**config.mk**
```make
export PLATFORM = sky130hd
export DESIGN_NAME = dsr_responder
export DESIGN_NICKNAME = d
export VERILOG_FILES = /design/src/core/dsr_pkg.sv /design/src/core/dsr_core_if.sv /design/src/core/dsr_accel_fmt.sv /design/src/core/dsr_crc_unit.sv /design/src/core/dsr_responder.sv
export SDC_FILE = /design/constraint.sdc
export NUM_CORES = 1
export LEC_CHECK = 0
export BUFFER_PORTS_ARGS = -buffer_cell sky130_fd_sc_hd__buf_2
export CAP_MARGIN = 20
export CORE_ASPECT_RATIO = 1.5
export CORE_MARGIN = 2
export CORE_UTILIZATION = 40
export DETAILED_ROUTE_END_ITERATION = 10
export GPL_TIMING_DRIVEN = 0
export PLACE_DENSITY = 0.74
export SYNTH_ARGS = -nofsm -noshare
export SYNTH_HDL_FRONTEND = slang
export SYNTH_SLANG_ARGS = --single-unit
```
**constraint.sdc**
```tcl
create_clock -name sys_clk -period 2.9 [get_ports sys_clk]
set_input_delay 0 -clock sys_clk [delete_from_list [all_inputs] [get_ports sys_clk]]
set_output_delay 0 -clock sys_clk [all_outputs]
set_load 0.01 [all_outputs]
```
**src/core/dsr_pkg.sv**
```systemverilog
/*
  Shared constants, types and helper functions of the status and
  acceleration responder: command codes, register offsets, field
  positions, reset values and state encoding.
  Assumes a single 200 MHz system clock and an APB register port.
*/
package dsr_pkg;

  // command codes and addressing
  localparam logic [3:0]  CMD_STATUS      = 4'h1;
  localparam logic [3:0]  CMD_ACCEL       = 4'h2;
  localparam logic [3:0]  GLOBAL_ADDR     = 4'h0;

  // response lengths in payload bits, minimum sample code and crc width limit
  localparam logic [4:0]  LONG_LEN        = 5'h10;
  localparam logic [4:0]  SHORT_MIN_LEN   = 5'h08;
  localparam logic [4:0]  SHORT_MAX_LEN   = 5'h0F;
  localparam logic [4:0]  SHORT8_LEN      = 5'h08;
  localparam logic [4:0]  SHORT9_LEN      = 5'h09;
  localparam logic [9:0]  SAMPLE_MIN_CODE = 10'h001;
  localparam logic [3:0]  CRC_W_MAX       = 4'h8;

  // response field positions
  localparam int          RSP_ADDR_LSB    = 12;
  localparam int          ACC_ERR_BIT     = 10;
  localparam int          STS_OTPEN_BIT   = 7;
  localparam int          STS_UV_BIT      = 6;
  localparam int          STS_STEST_BIT   = 5;
  localparam int          STS_BSW_BIT     = 4;
  localparam int          STS_ATTR_LSB    = 2;
  localparam int          STS_ERR_BIT     = 1;

  // register offsets (byte addresses)
  localparam logic [11:0] DEVICE_CONFIG_REG_OFS = 12'h000;
  localparam logic [11:0] CRC_CFG_OFS     = 12'h004;
  localparam logic [11:0] STATUS_OFS      = 12'h008;

  // device_config_reg fields
  localparam int          CFG_ADDR_LSB    = 0;
  localparam int          CFG_ATTR_LSB    = 4;
  localparam int          CFG_BSW_BIT     = 6;
  localparam int          CFG_OTPEN_BIT   = 7;
  localparam int          CFG_CRCW_LSB    = 8;
  localparam logic [11:0] CFG_RST         = 12'h000;
  // crc configuration fields
  localparam int          CRC_POLY_LSB    = 0;
  localparam int          CRC_SEED_LSB    = 8;
  localparam logic [15:0] CRC_CFG_RST     = 16'h0007;
  // status register fields
  localparam int          STAT_BUSY_BIT   = 0;
  localparam int          STAT_ERR_BIT    = 1;
  localparam int          STAT_STEST_BIT  = 2;
  localparam int          STAT_UV_BIT     = 3;
  localparam int          STAT_CMD_LSB    = 4;
  localparam int          STAT_RSP_LSB    = 16;

  typedef enum logic [2:0] {
    ST_IDLE = 3'b001,
    ST_CRC  = 3'b010,
    ST_HOLD = 3'b100
  } dsr_state_t;

  // ones in the low len bits
  function automatic logic [15:0] dsr_bit_mask(input logic [4:0] len);
    logic [15:0] m;
    for (int i = 0; i < 16; i++) begin
      m[i] = (5'(i) < len);
    end
    return m;
  endfunction

  // ones in the low w bits of a crc
  function automatic logic [7:0] dsr_crc_mask(input logic [3:0] w);
    logic [7:0] m;
    for (int i = 0; i < 8; i++) begin
      m[i] = (4'(i) < w);
    end
    return m;
  endfunction

endpackage

```
**src/core/dsr_core_if.sv**
```systemverilog
/*
  Carrier between the responder core and its crc and formatter units.
  Assumes all users sit on the same sys_clk.
*/
`timescale 1ns/100ps
interface dsr_core_if;
  logic       crcStart;
  logic       crcStep;
  logic       crcBit;
  logic [7:0] crcSeed;
  logic [7:0] crcPoly;
  logic [3:0] crcWidth;
  logic [7:0] crcValue;
  logic [9:0] fmtSample;
  logic [4:0] fmtLen;
  logic [4:0] fmtFlags;
  logic [15:0] fmtPayload;

  modport crcEnd (input crcStart, crcStep, crcBit, crcSeed, crcPoly, crcWidth, output crcValue);
  modport fmtEnd (input fmtSample, fmtLen, fmtFlags, output fmtPayload);
  modport hub    (output crcStart, crcStep, crcBit, crcSeed, crcPoly, crcWidth,
                  output fmtSample, fmtLen, fmtFlags, input crcValue, fmtPayload);
endinterface // dsr_core_if

```
**src/core/dsr_accel_fmt.sv**
```systemverilog
/*
  Short acceleration response formatter: truncation, zero
  substitution and upper status flags, masked to the response length.
  Assumes length 8 to 15; 8 and 9 are truncated widths.
*/
`timescale 1ns/100ps
module dsr_accel_fmt
  import dsr_pkg::*;
(
  dsr_core_if.fmtEnd fmtIf
);
  logic [7:0]  trunc8;
  logic [8:0]  trunc9;
  logic [15:0] full;

  always_comb begin
    trunc8 = fmtIf.fmtSample[9:2];
    trunc9 = fmtIf.fmtSample[9:1];
    // truncation never yields the error code
    if (trunc8 == 8'h00) begin
      trunc8 = 8'h01;
    end
    if (trunc9 == 9'h000) begin
      trunc9 = 9'h001;
    end
    full = {1'b0, fmtIf.fmtFlags, fmtIf.fmtSample};
    if (fmtIf.fmtLen == SHORT8_LEN) begin
      fmtIf.fmtPayload = {8'h00, trunc8};
    end else if (fmtIf.fmtLen == SHORT9_LEN) begin
      fmtIf.fmtPayload = {7'h00, trunc9};
    end else begin
      fmtIf.fmtPayload = full & dsr_bit_mask(fmtIf.fmtLen);
    end
  end
endmodule // dsr_accel_fmt

```
**src/core/dsr_crc_unit.sv**
```systemverilog
/*
  Bit-serial crc of configurable width (0 to 8), msb first.
  Assumes the caller clamps the width and feeds one bit per step.
*/
`timescale 1ns/100ps
module dsr_crc_unit
  import dsr_pkg::*;
(
  input  wire logic sys_clk,
  input  wire logic nrst,
  dsr_core_if.crcEnd crcIf
);
  typedef struct packed {
    logic [7:0] crc;
  } dsr_crc_st_t;

  dsr_crc_st_t crc_ff;
  dsr_crc_st_t nxt_crc;
  logic [7:0]  widthMask;
  logic [2:0]  topIdx;
  logic        feedback;

  always_comb begin
    widthMask = dsr_crc_mask(crcIf.crcWidth);
    // width zero wraps here but the mask clears everything
    topIdx    = 3'(crcIf.crcWidth - 4'h1);
    feedback  = crcIf.crcBit ^ crc_ff.crc[topIdx];
    nxt_crc   = crc_ff;
    if (crcIf.crcStart) begin
      nxt_crc.crc = crcIf.crcSeed & widthMask;
    end else if (crcIf.crcStep) begin
      nxt_crc.crc = ({crc_ff.crc[6:0], 1'b0} ^ (feedback ? crcIf.crcPoly : 8'h00)) & widthMask;
    end
  end

  always_ff @(posedge sys_clk) begin
    if (!nrst) begin
      crc_ff <= '0;
    end else begin
      crc_ff <= nxt_crc;
    end
  end

  assign crcIf.crcValue = crc_ff.crc;
endmodule // dsr_crc_unit

```
**src/core/dsr_responder.sv**
```systemverilog
/*
  Status and acceleration read responder: command decode, address
  filter, response build with snapshot, serial crc and APB registers.
  Assumes the link layer delivers checked commands one at a time and
  drains each response with a valid/ready handshake.
*/
// Behaviour
// - error flag in responses is 1 on internal error, else 0
// - attribute bits in responses copy the configuration attribute field
// - bus switch bit reads 1 when switch commanded closed
// - self-test flag is 1 while self-test runs
// - undervoltage flag set while reservoir voltage below threshold
// - status response carries otp programming enable flag
// - code 0010 requests the current acceleration sample
// - commands with a foreign address are silently ignored
// - no answer while own address is still the global zero
// - command data bits only matter for the command crc check
// - acceleration read accepted in long and short formats
// - long acceleration reply: address, zero, error, 10-bit sample
// - short replies carry sample low, flags above from 11 bits
// - sample is a 10-bit result
// - replies under 10 bits drop sample lsbs
// - truncation to zero sends the minimum code instead
// - sample is offset binary, mid-scale means zero g
// - code 1 is most negative, code 0 means sensor error
// - reply length matches received command length, zero filled
// - code 0001 requests status flags
// - long status reply: address, four zeros, flags, trailing zero
`timescale 1ns/100ps
module dsr_responder
  import dsr_pkg::*;
(
  input  wire logic        sys_clk,
  input  wire logic        nrst,
  input  wire logic [11:0] paddr,
  input  wire logic        psel,
  input  wire logic        penable,
  input  wire logic        pwrite,
  input  wire logic [31:0] pwdata,
  output logic      [31:0] prdata,
  output logic             pready,
  output logic             pslverr,
  input  wire logic [9:0]  accelSample,
  input  wire logic        internalErrorFlag,
  input  wire logic        selftestActiveFlag,
  input  wire logic        reservoirCapLow,
  output logic             busSwitchState,
  output logic             otpProgramEnableFlag,
  input  wire logic        cmdValid,
  output logic             cmdReady,
  input  wire logic [15:0] cmdWord,
  input  wire logic        cmdLong,
  input  wire logic [4:0]  cmdRspLen,
  input  wire logic        cmdCrcOk,
  output logic             rspValid,
  input  wire logic        rspReady,
  output logic      [15:0] rspData,
  output logic      [4:0]  rspLen,
  output logic      [7:0]  rspCrc,
  output logic      [3:0]  rspCrcLen
);
  typedef struct packed {
    dsr_state_t  state;
    logic [11:0] cfg;
    logic [15:0] crcCfg;
    logic [15:0] payload;
    logic [4:0]  len;
    logic [4:0]  bitCnt;
    logic [3:0]  crcW;
    logic [3:0]  lastCmd;
    logic [31:0] prdata;
    logic        pslverr;
  } dsr_main_t;

  dsr_main_t   core_ff;
  dsr_main_t   nxt_core;
  dsr_core_if  coreIf ();

  logic [3:0]  assignedDeviceAddress;
  logic [1:0]  attributeBits;
  logic [3:0]  cmdCode;
  logic [3:0]  cmdAddr;
  logic        lenOk;
  logic        cmdHit;
  logic [4:0]  hitLen;
  logic [7:0]  statusLow;
  logic [3:0]  crcWidthCfg;
  logic        apbWrite;

  dsr_crc_unit u_crc (
    .sys_clk (sys_clk),
    .nrst    (nrst),
    .crcIf   (coreIf.crcEnd)
  );

  dsr_accel_fmt u_fmt (
    .fmtIf (coreIf.fmtEnd)
  );

  // configuration fields
  assign assignedDeviceAddress = core_ff.cfg[CFG_ADDR_LSB +: 4];
  assign attributeBits         = core_ff.cfg[CFG_ATTR_LSB +: 2];
  assign busSwitchState        = core_ff.cfg[CFG_BSW_BIT];
  assign otpProgramEnableFlag  = core_ff.cfg[CFG_OTPEN_BIT];
  assign crcWidthCfg = (core_ff.cfg[CFG_CRCW_LSB +: 4] > CRC_W_MAX) ? CRC_W_MAX
                                                                      : core_ff.cfg[CFG_CRCW_LSB +: 4];

  // command decode; data bits D[7:0] reach only the link crc check
  assign cmdCode  = cmdWord[3:0];
  assign cmdAddr  = cmdWord[7:4];
  assign cmdReady = (core_ff.state == ST_IDLE);
  assign lenOk    = cmdLong || (cmdRspLen >= SHORT_MIN_LEN && cmdRspLen <= SHORT_MAX_LEN);
  assign hitLen   = cmdLong ? LONG_LEN : cmdRspLen;
  assign cmdHit   = cmdValid && cmdReady && cmdCrcOk && lenOk
                    && (cmdAddr == assignedDeviceAddress)
                    && (assignedDeviceAddress != GLOBAL_ADDR)
                    && (cmdCode == CMD_STATUS || cmdCode == CMD_ACCEL);

  // status flag byte, shared by long and short status replies
  always_comb begin
    statusLow                   = 8'h00;
    statusLow[STS_OTPEN_BIT]    = otpProgramEnableFlag;
    statusLow[STS_UV_BIT]       = reservoirCapLow;
    statusLow[STS_STEST_BIT]    = selftestActiveFlag;
    statusLow[STS_BSW_BIT]      = busSwitchState;
    statusLow[STS_ATTR_LSB +: 2] = attributeBits;
    statusLow[STS_ERR_BIT]      = internalErrorFlag;
  end

  // short acceleration formatter and crc feed
  assign coreIf.fmtSample = accelSample;
  assign coreIf.fmtLen    = cmdRspLen;
  assign coreIf.fmtFlags  = {attributeBits, selftestActiveFlag, reservoirCapLow, internalErrorFlag};
  assign coreIf.crcStart  = cmdHit;
  assign coreIf.crcStep   = (core_ff.state == ST_CRC);
  assign coreIf.crcBit    = core_ff.payload[4'(core_ff.bitCnt - 5'h01)];
  assign coreIf.crcSeed   = core_ff.crcCfg[CRC_SEED_LSB +: 8];
  assign coreIf.crcPoly   = core_ff.crcCfg[CRC_POLY_LSB +: 8];
  // seed is masked with the width of the command being taken, not the last one
  assign coreIf.crcWidth  = (core_ff.state == ST_IDLE) ? crcWidthCfg : core_ff.crcW;

  assign apbWrite = psel && penable && pwrite;

  always_comb begin
    nxt_core = core_ff;
    // read data and error are prepared in the setup cycle
    if (psel && !penable) begin
      nxt_core.prdata  = 32'h0000_0000;
      nxt_core.pslverr = 1'b0;
      if (paddr == DEVICE_CONFIG_REG_OFS) begin
        nxt_core.prdata[11:0] = core_ff.cfg;
      end else if (paddr == CRC_CFG_OFS) begin
        nxt_core.prdata[15:0] = core_ff.crcCfg;
      end else if (paddr == STATUS_OFS) begin
        nxt_core.pslverr                     = pwrite;
        nxt_core.prdata[STAT_BUSY_BIT]       = (core_ff.state != ST_IDLE);
        nxt_core.prdata[STAT_ERR_BIT]        = internalErrorFlag;
        nxt_core.prdata[STAT_STEST_BIT]      = selftestActiveFlag;
        nxt_core.prdata[STAT_UV_BIT]         = reservoirCapLow;
        nxt_core.prdata[STAT_CMD_LSB +: 4]   = core_ff.lastCmd;
        nxt_core.prdata[STAT_RSP_LSB +: 16]  = core_ff.payload;
      end else begin
        nxt_core.pslverr = 1'b1;
      end
    end
    if (apbWrite && paddr == DEVICE_CONFIG_REG_OFS) begin
      nxt_core.cfg = pwdata[11:0];
    end
    if (apbWrite && paddr == CRC_CFG_OFS) begin
      nxt_core.crcCfg = pwdata[15:0];
    end

    unique case (core_ff.state)
      ST_IDLE: begin
        if (cmdHit) begin
          // snapshot of sample and flags for the whole reply
          nxt_core.len     = hitLen;
          nxt_core.bitCnt  = hitLen;
          nxt_core.crcW    = crcWidthCfg;
          nxt_core.lastCmd = cmdCode;
          nxt_core.state   = ST_CRC;
          if (cmdCode == CMD_STATUS && cmdLong) begin
            nxt_core.payload = {assignedDeviceAddress, 4'h0, statusLow};
          end else if (cmdCode == CMD_STATUS) begin
            nxt_core.payload = {8'h00, statusLow};
          end else if (cmdLong) begin
            nxt_core.payload = {assignedDeviceAddress, 1'b0, internalErrorFlag, accelSample};
          end else begin
            nxt_core.payload = coreIf.fmtPayload;
          end
        end
      end
      ST_CRC: begin
        nxt_core.bitCnt = core_ff.bitCnt - 5'h01;
        if (core_ff.bitCnt == 5'h01) begin
          nxt_core.state = ST_HOLD;
        end
      end
      ST_HOLD: begin
        if (rspReady) begin
          nxt_core.state = ST_IDLE;
        end
      end
      default: begin
        nxt_core.state = ST_IDLE;
      end
    endcase
  end

  always_ff @(posedge sys_clk) begin
    if (!nrst) begin
      core_ff         <= '0;
      core_ff.state   <= ST_IDLE;
      core_ff.cfg     <= CFG_RST;
      core_ff.crcCfg  <= CRC_CFG_RST;
    end else begin
      core_ff <= nxt_core;
    end
  end

  assign pready    = psel && penable;
  assign prdata    = core_ff.prdata;
  assign pslverr   = core_ff.pslverr && psel && penable;
  assign rspValid  = (core_ff.state == ST_HOLD);
  assign rspData   = core_ff.payload;
  assign rspLen    = core_ff.len;
  assign rspCrc    = coreIf.crcValue;
  assign rspCrcLen = core_ff.crcW;

  logic hitStatus;
  logic hitAccel;
  assign hitStatus = cmdHit && cmdCode == CMD_STATUS;
  assign hitAccel  = cmdHit && cmdCode == CMD_ACCEL;
endmodule // dsr_responder

```
==> parameters.txt, run 1 <==
Parameter                              Value

Outcome
  Run status    complete, but fails checks
  Violated checks    negative setup slack

Timing
  Maximum operating frequency    335.1 MHz
  Post-layout minimum cycle time    2.984 ns
  Fin Setup TNS    -0.3786 ns
  Setup repair after global routing missed its margin    yes
  Minimum setup slack in the final design    -0.08416 ns
  Worst Tran Pin Value    1.051 ns
  Post-route clock period utilization    102.9%
  Final Skew    0.01019 ns
  Final max-slew violation count    0
  Final count of hold timing violations    0
  Final hold slack    0.01532 ns
  Finish-stage setup viols    8
  Worst slew margin relative to its limit    29.80%

Logic synthesis
  Predominant post-synthesis flop cell    dfxtp_1
  Register area share after synthesis    36.23%
  Post-Synthesis Cell Area    5857 um2
  Biggest area consumer among synthesized cells    dfxtp_1
  Synthesized-area fraction occupied by ao, oa, aoi and oai cells    19.21%
  Area share of the largest cell type after synthesis    36.23%
  Area fraction in and, or, nand and nor cells after synthesis    20.59%
  Post-Synth Adder-Cell Area    0.6409%
  Largest family of logic cells by synthesized area    simple AND/OR/NAND/NOR gates
  Number of instances in the synthesized netlist    691
  Yosys warning total    0
  Mux cell area share after synthesis    9.827%
  Flop and latch count out of synthesis    106
  Synth top area cells    dfxtp_1, buf_4, mux2i_1
  Xor-xnor portion of the synthesized cell area    1.196%
  Count of cell types in the netlist    60
  Net count after synthesis    781
  Syn avg cell area    8.476 um2
  Async set-or-reset flop fraction in the synthesized netlist    0%
  Count of flip-flops with a built-in enable after synthesis    0

Setup path
  Critical path startpoint category    register
  Slowest stage cell on the critical path    mux4_2
  Critical Path Fanout Max    5
  Register-to-register setup slack    -0.08 ns
  CP max stage delay    0.51 ns
  FF-to-FF path depth    12
  Worst flop-to-flop path startpoint    core_ff[97]
  Critical Path AT    3.27 ns
  Endpoint kind of the worst setup timing path    register
  Kind of critical path    reg -> reg
  Top cell by count, worst path    mux2i_4
  CP Capture Point    u_crc.crcIf.crcValue[3]
  Critical-path cell list    or3b_1, buf_6, clkinv_4, mux2i_4, ha_4, inv_2, mux4_2, mux2i_4, xor2_2, buf_4, or3_1, a31oi_1
  Required time of the critical path    3.19 ns
  End of the worst register-to-register path    u_crc.crcIf.crcValue[3]
  Critical path origin    core_ff[97]

GRT
  GRT Residual Overflow    0
  Total global-route track usage    22.48%
  Wire length of the first global-routing pass    27.54 mm
  Largest net degree at the start of global routing    21
  Vias in the first global route    5428
  Antenna violations before repair    0

Detailed routing
  Routed length on met3    1.085 mm
  Met1 wire length    6.959 mm
  Highest metal used    met4
  Number of remaining DRC errors    0
  Wire length reported by the detailed router    17.85 mm
  Number of violations reported at the end of detailed-routing iteration 0    549
  Total vias in the final route    5660
  Met2 routed WL    8.957 mm
  Drt pass-1 iters    5
  Vias per Instance    5.345
  Routed wirelength normalized by instance count    16.86 um
  Final ANT Viol Nets    0

Clock network
  Clock latency on the worst-skew pair    0.36 ns
  Total number of H-tree levels    3
  Maximum buffer depth of the clock tree    2
  CTS root buffer    clkbuf_16
  CTS tree    built
  Clock buffer count from CTS    9
  Clock-pin transition on the worst setup and hold timing paths    0.08 ns
  Clock sink count    106

Cells and area
  Layout Area Growth over Synthesis    26.19%
  Post-route design area    7391 um2
  Total area of multi-input combinational cells    3084 um2
  Number of nets at the end of the flow    948
  Final standard cell count with taps included and fillers excluded    1059
  Antenna diode instance count    0
  Area used by sequential logic in the layout    2126 um2
  Proportion of layout cells with a drive suffix above 1    28.51%
  Filler cells    1437
  Layout Utilization    51.12%

Pwr
  Worst IR Drop VDD    0.3367 mV
  Static leakage power    3.220 nW
  Power Density    396.5 nW/um2
  Overall power after layout    2.931 mW

Placement
  Cells after DPL    1015
  Area after DPL    6784 um2
  Post-placement worst setup slack    -0.4536 ns
  Routability-driven placement congestion ratio    0.9328
  Detailed-placement wirelength estimate    13.67 mm
  Buffers on Ports    128

Flow run
  Number of max-cap violations    0

Floorplanning
  Total I/O pin count    158
  Chip Height    152.2 um
  Initial standard-cell utilization of the core    40.51%
  Die area    15650 um2
  Placeable core region    14460 um2
  Horizontal extent of the die    102.8 um
  Site row count    54

Worst hold path
  HP Start    internalErrorFlag
  Worst min-delay path class    in -> reg
## worst min-delay path by stage
stage | end | depth (start not counted)
final | rspData[10] | 3
after global routing | rspData[10] | 3
after CTS | rspData[10] | 3
after detailed placement | coreIf.crcPoly[2] | 3
after global placement | coreIf.crcPoly[2] | 3
after floorplan | coreIf.crcPoly[0] | 2
## logic make-up (layout without fill, tap and decap cells)
group                    count (synthesis)  after routing
XOR/XNOR                                 8              8
flip-flops                             106            106
buffers and inverters                  129            301
AO/OA/AOI/OAI                          162            162
adder cells (fa/ha/maj)                  3              3
multiplexers                            48             48
AND/OR/NAND/NOR                        235            235
## sequential cells by signal (all words and copies together) (netlist names)
signal,count
attributeBits,2
u_crc.crcIf.crcValue,8
rspData,16
coreIf.crcSeed,8
otpProgramEnableFlag,1
rspLen,5
rspCrcLen,4
assignedDeviceAddress,4
prdata,32
core_ff,17
coreIf.crcPoly,8
busSwitchState,1
## worst max-delay path: cells and delay by family, from the launching register on
| family | cells | cell delay [ns] |
|---|---|---|
| flip-flops | 1 | 0.32 |
| AND/OR/NAND/NOR | 2 | 0.68 |
| AO/OA/AOI/OAI | 1 | 0.16 |
| multiplexers | 3 | 0.99 |
| adder cells (fa/ha/maj) | 1 | 0.24 |
| XOR/XNOR | 1 | 0.12 |
| buffers and inverters | 4 | 0.42 |
## cells in the final DEF, fill, tap and decap left out, drive strengths merged, types with 4 or more instances in the layout
cell type    count
o2bb2ai          5
a31oi            9
o211a            9
xor2             4
nor2            29
nor2b           35
dfxtp          106
nand3           29
mux2i           41
inv             23
nor4             5
buf            207
a221oi           7
a222oi           8
and3             6
nand2           75
mux4             7
nand2b           6
dlygate4sd3     18
and2             9
clkbuf          48
clkinv           4
a21oi           35
nor3            13
or3              8
a21boi          33
nor3b            8
xnor2            4
o21ai           28
## report_power, final
part	switching [mW]	total, mW	internal, mW
registers	0.00518	1.47	1.46
logic	0.135	0.250	0.115
clock network	0.606	1.21	0.606
total	0.746	2.93	2.19
## metal layers
layer | global-route usage [%] | vias to the layer above
met5 | 0 | -
met4 | 11.97 | 0
met3 | 2.890 | 61
met2 | 39.06 | 276
met1 | 26.21 | 2603
li1 | - | 2720
## repair_timing
item / in CTS / in global routing
hold endpoints to repair: 30 / 0
hold buffers: 18 / 0
setup endpoints to repair: 8 / 13
gates resized for setup: 10 / 3
cloned: 0 / 0
buffers inserted: 9 / 1
pin swaps: 12 / 5
## cell type report
| cell class | instances | share of cell area [%] |
|---|---|---|
| clock inverters | 7 | 0.9480 |
| inverters | 21 | 1.134 |
| clock buffers | 9 | 3.047 |
| well taps | 196 | 3.318 |
| multi-input cells | 456 | 41.73 |
| repair buffers | 156 | 12.17 |
| flip-flops and latches | 106 | 28.76 |
| plain buffers | 108 | 8.888 |
## synth_stat cells (9+ instances only)
master      n
a21boi_0   33
a21oi_1    35
a31oi_1     9
and2_1      9
buf_4      60
clkbuf_1   38
dfxtp_1   106
inv_1      20
mux2i_1    40
nand2_1    75
nand3_1    29
nor2_1     29
nor2b_1    35
nor3_1     12
o211a_1     9
o21ai_0    21
Power figures use the tool's default switching activity.
==> run 2, diff against run 1 <==
Settings changed: ABC_AREA from default to 1, CAP_MARGIN 20 to 0, SETUP_SLACK_MARGIN from default to 0.4.
==> run 2 against run 1 <==
Effect of this change: critical path type unchanged; global-route usage rose by 1.1 points; highest routed layer unchanged; fmax rose by 28%; core utilization fell by 0.88 points; count of clock-buffer cells in the layout rose by 1; critical endpoint is now u_crc.crcIf.crcValue[1]; sequential share of layout area fell by 0.48 points; clock power rose by 13%; the flow now finishes without violations; largest cell class unchanged; via count rose by 13%; wire length rose by 7.9%; largest power group unchanged.
==> parameters.txt, run 2 <==
Parameter                              Value

Timing
  Final Skew    0.01197 ns
  Post-route clock period utilization    80.55%
  Maximum operating frequency    428.1 MHz
  Post-layout minimum cycle time    2.336 ns
  Finish-stage setup viols    0
  Worst Tran Pin Value    0.7223 ns
  Worst slew margin relative to its limit    51.85%
  Final count of hold timing violations    0
  Final max-slew violation count    0
  Fin Setup TNS    0 ns
  Final hold slack    0.01455 ns
  Setup repair after global routing missed its margin    no

Pwr
  Power Density    422.8 nW/um2
  Worst IR Drop VDD    0.2594 mV
  Static leakage power    3.274 nW

Setup path
  Endpoint kind of the worst setup timing path    register
  Top cell by count, worst path    nand2_2
  Critical Path AT    2.55 ns
  Critical-path cell list    nor2_4, nand2_4, nand2_2, nand2_2, ha_1, inv_1, nand3_1, nand2_1, nand2_2, nand2_4, nand2_2, nand3_1, nand2_1, nand3_1, nand2_1, a21oi_2
  Critical path startpoint category    register
  Kind of critical path    reg -> reg
  Required time of the critical path    3.11 ns
  Register-to-register setup slack    0.56 ns
  Critical Path Fanout Max    9
  CP max stage delay    0.36 ns
  Slowest stage cell on the critical path    dfxtp_1

Logic synthesis
  Number of instances in the synthesized netlist    870
  Synth top area cells    dfxtp_1, nand2_1, buf_4
  Post-Synthesis Cell Area    6067 um2
  Xor-xnor portion of the synthesized cell area    0.5774%
  Leading post-synthesis cells by instance count    nand2_1, dfxtp_1, inv_1, a21oi_1, buf_4
  Flop and latch count out of synthesis    106
  Predominant post-synthesis flop cell    dfxtp_1
  Count of flip-flops with a built-in enable after synthesis    0
  Net count after synthesis    960
  Count of cell types in the netlist    50
  Async set-or-reset flop fraction in the synthesized netlist    0%
  Post-Synth Adder-Cell Area    0.6187%
  Mux cell area share after synthesis    0%
  Largest family of logic cells by synthesized area    simple AND/OR/NAND/NOR gates
  Register area share after synthesis    34.98%
  Area fraction in and, or, nand and nor cells after synthesis    27.37%
  Synthesized-area fraction occupied by ao, oa, aoi and oai cells    20.27%
  Biggest area consumer among synthesized cells    dfxtp_1
  Syn avg cell area    6.974 um2
  Area share of the largest cell type after synthesis    34.98%
  Yosys warning total    0
  Most numerous cell in the Yosys netlist    nand2_1

Clock network
  Clock latency on the worst-skew pair    0.35 ns
  Clock buffer count from CTS    9
  Clock sink count    106
  Clock-pin transition on the worst setup and hold timing paths    0.08 ns
  CTS root buffer    clkbuf_16
  Maximum buffer depth of the clock tree    2
  CTS tree    built
  Total number of H-tree levels    3

Worst hold path
  Worst min-delay path class    in -> reg

Cells and area
  Proportion of layout cells with a drive suffix above 1    25.87%
  Post-route design area    7502 um2
  Most common cell after layout, fill and taps aside    nand2_1
  Antenna diode instance count    0
  Layout Utilization    50.24%
  Number of nets at the end of the flow    1121
  Most frequent cells in the layout    nand2_1, buf_2, dfxtp_1
  Final standard cell count with taps included and fillers excluded    1235
  Layout Area Growth over Synthesis    23.65%
  Flip-flop count of the largest register, all copies and words added    32

GRT
  GRT Residual Overflow    0
  Antenna violations before repair    0
  Total global-route track usage    23.63%
  Wire length of the first global-routing pass    30.11 mm
  Largest net degree at the start of global routing    19
  Vias in the first global route    5939

Detailed routing
  Drt pass-1 iters    5
  Number of violations reported at the end of detailed-routing iteration 0    373
  Total vias in the final route    6393
  Wire length reported by the detailed router    19.26 mm
  Vias per Instance    5.177
  Number of remaining DRC errors    0
  Final ANT Viol Nets    0
  Routed wirelength normalized by instance count    15.60 um

Floorplanning
  Site row count    55
  Horizontal extent of the die    104.6 um
  Total I/O pin count    158
  Chip Height    154.8 um
  Die area    16190 um2
  Initial standard-cell utilization of the core    40.63%
  Placeable core region    14930 um2

Placement
  Detailed-placement wirelength estimate    15.25 mm
  Cells after DPL    1200
  Buffers on Ports    131
  Routability-driven placement congestion ratio    0.9438
  Area after DPL    6972 um2

Flow run
  Number of max-cap violations    0

Outcome
  Run status    finished, final reports clean
## run 2: area by class of cell
type	instances	area [um2]
Tap cell	199	249.0
Sequential cell	106	2122
Multi-Input combinational cell	563	2968
Clock inverter	6	96.34
Timing Repair Buffer	150	845.8
Clock buffer	10	239.0
Buffer	90	565.5
Fill cell	1526	7431
Inverter	111	416.7
## run 2: final timing paths
kind / end / cells past startpoint / from
setup / recovery: u_crc.crcIf.crcValue[1] / 16 / core_ff[96]
hold reg to reg: core_ff[36] / 2 / core_ff[36]
hold / removal: core_ff[34] / 3 / cmdWord[1]
setup reg to reg: u_crc.crcIf.crcValue[1] / 16 / core_ff[96]
## run 2: critical path, delay by kind of cell, from the launching register on
kind / cells / cell delay (ns)
buf+inv: 1 / 0.06
compound gates: 1 / 0.06
simple gates: 13 / 1.37
fa+ha+maj: 1 / 0.33
flops: 1 / 0.36
## run 2: what timing repair did
| item | CTS | global route |
|---|---|---|
| buffers inserted | 0 | 0 |
| setup endpoints to repair | 0 | 7 |
| resized for setup | 0 | 2 |
| endpoints found under the hold margin | 27 | 0 |
| hold buffers | 19 | 0 |
## run 2: report_power, final
group | switching, mW | total, mW | leakage [nW] | internal, mW
Sequential | 0.00792 | 1.47 | 0.856 | 1.47
Clock | 0.575 | 1.37 | 0.166 | 0.793
Combinational | 0.205 | 0.328 | 2.25 | 0.123
Total | 0.789 | 3.17 | 3.27 | 2.38
## run 2: routing by layer
metal	part of all wire [%]	vias to the layer above	GRT usage [%]	wire (um)
li1	-	3182	-	-
met5	0	-	0	0
met2	51	261	43.42	9856
met4	3.6	0	10.68	697
met3	5.5	48	2.992	1065
met1	40	2902	27.04	7642
## run 2: logic make-up (layout without fill, tap and decap cells)
group / Yosys count / after routing
simple gates: 347 / 347
compound gates: 209 / 209
flops: 106 / 106
fa+ha+maj: 3 / 3
buf+inv: 201 / 367
xor+xnor: 4 / 4
## run 2: stage by stage
stage          setup WS (ns)  power [mW]
6_report              0.5640       3.172
5_1_grt               0.4219       3.273
4_1_cts               0.5444       3.172
3_5_place_dp          0.5686       1.811
3_3_place_gp          0.5932       1.811
2_1_floorplan         0.9441       1.690
==> run 3, diff against run 2 <==
Settings changed: PLACE_DENSITY 0.74 to 0.71.
Clock period 2.9 ns to 2.3 ns, I/O delays scaled along.
==> run 3 against run 2 <==
Effect of this change: clock skew shrank 0.0031 ns; register-to-register slack worse by 0.39 ns; non-clock buffer count is 22 higher; worst setup slack got worse by 0.39 ns; first-iteration DRC count up 8.0%; sequential cell count stayed put; count of clock-buffer cells in the layout is 2 higher; total power rose by 20%; fmax grew 9.6%; sequential power is 27% higher; die area did not move; largest cell class unchanged; largest power group unchanged.
==> parameters.txt, run 3 (synthesis gave the netlist of run 2 again) <==
Parameter                              Value

Detailed routing
  Met2 routed WL    10.56 mm
  Wire length reported by the detailed router    20.61 mm
  Total vias in the final route    6591
  Final ANT Viol Nets    0
  Number of violations reported at the end of detailed-routing iteration 0    403
  Met1 wire length    7.929 mm
  Routed length on met3    1.165 mm
  Routed wirelength normalized by instance count    16.39 um
  Highest metal used    met4
  Number of remaining DRC errors    0
  Drt pass-1 iters    5
  Vias per Instance    5.239

Pwr
  Internal power component    2.814 mW
  Switching power    1.002 mW
  Worst IR Drop VDD    0.4251 mV
  Clock power frac    38.7%
  Combinational cell fraction of total power    12.6%
  Reg power frac    48.7%
  Overall power after layout    3.815 mW
  Static leakage power    3.513 nW
  Power Density    476.2 nW/um2
  Share of total power consumed by net switching    26.25%

Timing
  Final Skew    0.008831 ns
  Maximum operating frequency    469.4 MHz
  Final count of hold timing violations    0
  Worst slew margin relative to its limit    47.08%
  Worst Tran Pin Value    0.7939 ns
  Post-layout minimum cycle time    2.131 ns
  Final max-slew violation count    0
  Minimum setup slack in the final design    0.1694 ns
  Setup repair after global routing missed its margin    yes
  Finish-stage setup viols    0
  Post-route clock period utilization    92.63%
  Final hold slack    0.01483 ns

Floorplanning
  Site row count    55
  Total I/O pin count    158
  Placeable core region    14930 um2
  Die area    16190 um2
  Initial standard-cell utilization of the core    40.63%
  Chip Height    154.8 um
  Horizontal extent of the die    104.6 um

Cells and area
  Area used by sequential logic in the layout    2135 um2
  Number of nets at the end of the flow    1143
  Most frequent cells in the layout    nand2_1, buf_2, dfxtp_1
  Layout Utilization    53.65%
  Post-route design area    8011 um2
  Proportion of layout cells with a drive suffix above 1    31.66%
  Total area of multi-input combinational cells    3223 um2
  Filler cells    1485
  Flip-flop count of the largest register, all copies and words added    32
  Most common cell after layout, fill and taps aside    nand2_1
  Layout Area Growth over Synthesis    32.05%

Setup path
  Kind of critical path    reg -> reg
  Count of buffering cells on the critical path with inverters included    3
  Slowest stage cell on the critical path    dfxtp_4
  Required time of the critical path    2.57 ns
  Top cell by count, worst path    nor2_4
  Critical path startpoint category    register
  CP max stage delay    0.36 ns
  Critical-path cell list    nor2_4, nand2_4, buf_6, clkinv_8, nand4_4, nor2_4, nor2_4, inv_2, o21ai_0, a21oi_1, nand2_2, a21oi_2
  Kind of cell with the highest combined delay on the critical path    simple AND/OR/NAND/NOR gates
  Endpoint kind of the worst setup timing path    register
  Critical Path AT    2.40 ns
  Critical Path Fanout Max    6

GRT
  Largest net degree at the start of global routing    18
  Antenna violations before repair    1
  Total global-route track usage    24.62%
  Wire length of the first global-routing pass    31.58 mm
  GRT Residual Overflow    0
  Vias in the first global route    6169

Clock network
  Clock-pin transition on the worst setup and hold timing paths    0.07 ns
  Clock sink count    106
  Total number of H-tree levels    3
  Maximum buffer depth of the clock tree    2
  CTS tree    built
  Clock latency on the worst-skew pair    0.34 ns
  Clock buffer count from CTS    9
  CTS root buffer    clkbuf_16

Placement
  Detailed-placement wirelength estimate    15.81 mm
  Buffers on Ports    131
  Area after DPL    7010 um2
  Routability-driven placement congestion ratio    0.9626
  Post-placement worst setup slack    -0.0009071 ns

Flow run
  Number of max-cap violations    0

Worst hold path
  Worst min-delay path class    in -> reg

Outcome
  Run status    finished, final reports clean
-- run 3: cell count changes in the layout (fill, tap and decap cells not counted), sizes merged --
cell / previous run / this run
clkbuf: 30 / 35
clkinvlp: 0 / 1
dlygate4sd3: 19 / 18
buf: 201 / 221
diode: 0 / 1
bufinv: 2 / 0
inv: 112 / 111
-- run 3: tightest hold or removal path: stages --
cell     delay [ns]
buf_2          0.10
o21ai_0        0.08
a21oi_1        0.13
-- run 3: area by class of cell --
type,instances,area share [%]
multi-input combinational,563,40.23
antenna,1,0.03124
sequential,106,26.64
clock buffer,12,3.077
tap,199,3.108
inverter,111,5.544
clock inverter,4,0.4217
timing repair buffer,172,13.21
buffer,90,7.731
-- run 3: layer usage --
layer | vias up | track usage, %
met5 | - | 0
met3 | 53 | 2.823
met1 | 3005 | 27.92
met2 | 307 | 45.00
met4 | 0 | 12.74
li1 | 3226 | -
-- run 3: power groups by stage --
stage / registers, mW / clock network (mW) / logic, mW
after global routing: 1.86 / 1.57 / 0.517
after CTS: 1.86 / 1.49 / 0.419
after global placement: 1.90 / 0 / 0.387
after floorplan: 1.90 / 0 / 0.232
after detailed placement: 1.90 / 0 / 0.387
final: 1.86 / 1.48 / 0.481
-- run 3: timing repair --
item,4_1_cts,5_1_grt
cloned,0,2
setup endpoints to repair,35,41
gates resized for setup,34,62
hold buffers,18,0
pin swaps,18,22
setup buffers,7,14
hold endpoints to repair,25,0
-- run 3: stage by stage --
stage	instances	setup TNS, ns
6_report	1258	0
5_1_grt	1258	0
4_1_cts	1241	0
3_5_place_dp	1200	-0.0009071
2_1_floorplan	870	0
3_3_place_gp	1200	0
-- run 3: worst paths after layout --
| path | startpoint | endpoint | slack, ns | depth (start not counted) |
|---|---|---|---|---|
| setup / recovery | core_ff[96] | u_crc.crcIf.crcValue[2] | 0.17 | 12 |
| hold / removal | pwdata[3] | coreIf.crcPoly[3] | 0.01 | 3 |
| setup reg to reg | core_ff[96] | u_crc.crcIf.crcValue[2] | 0.17 | 12 |
| hold reg to reg | core_ff[35] | core_ff[35] | 0.46 | 2 |
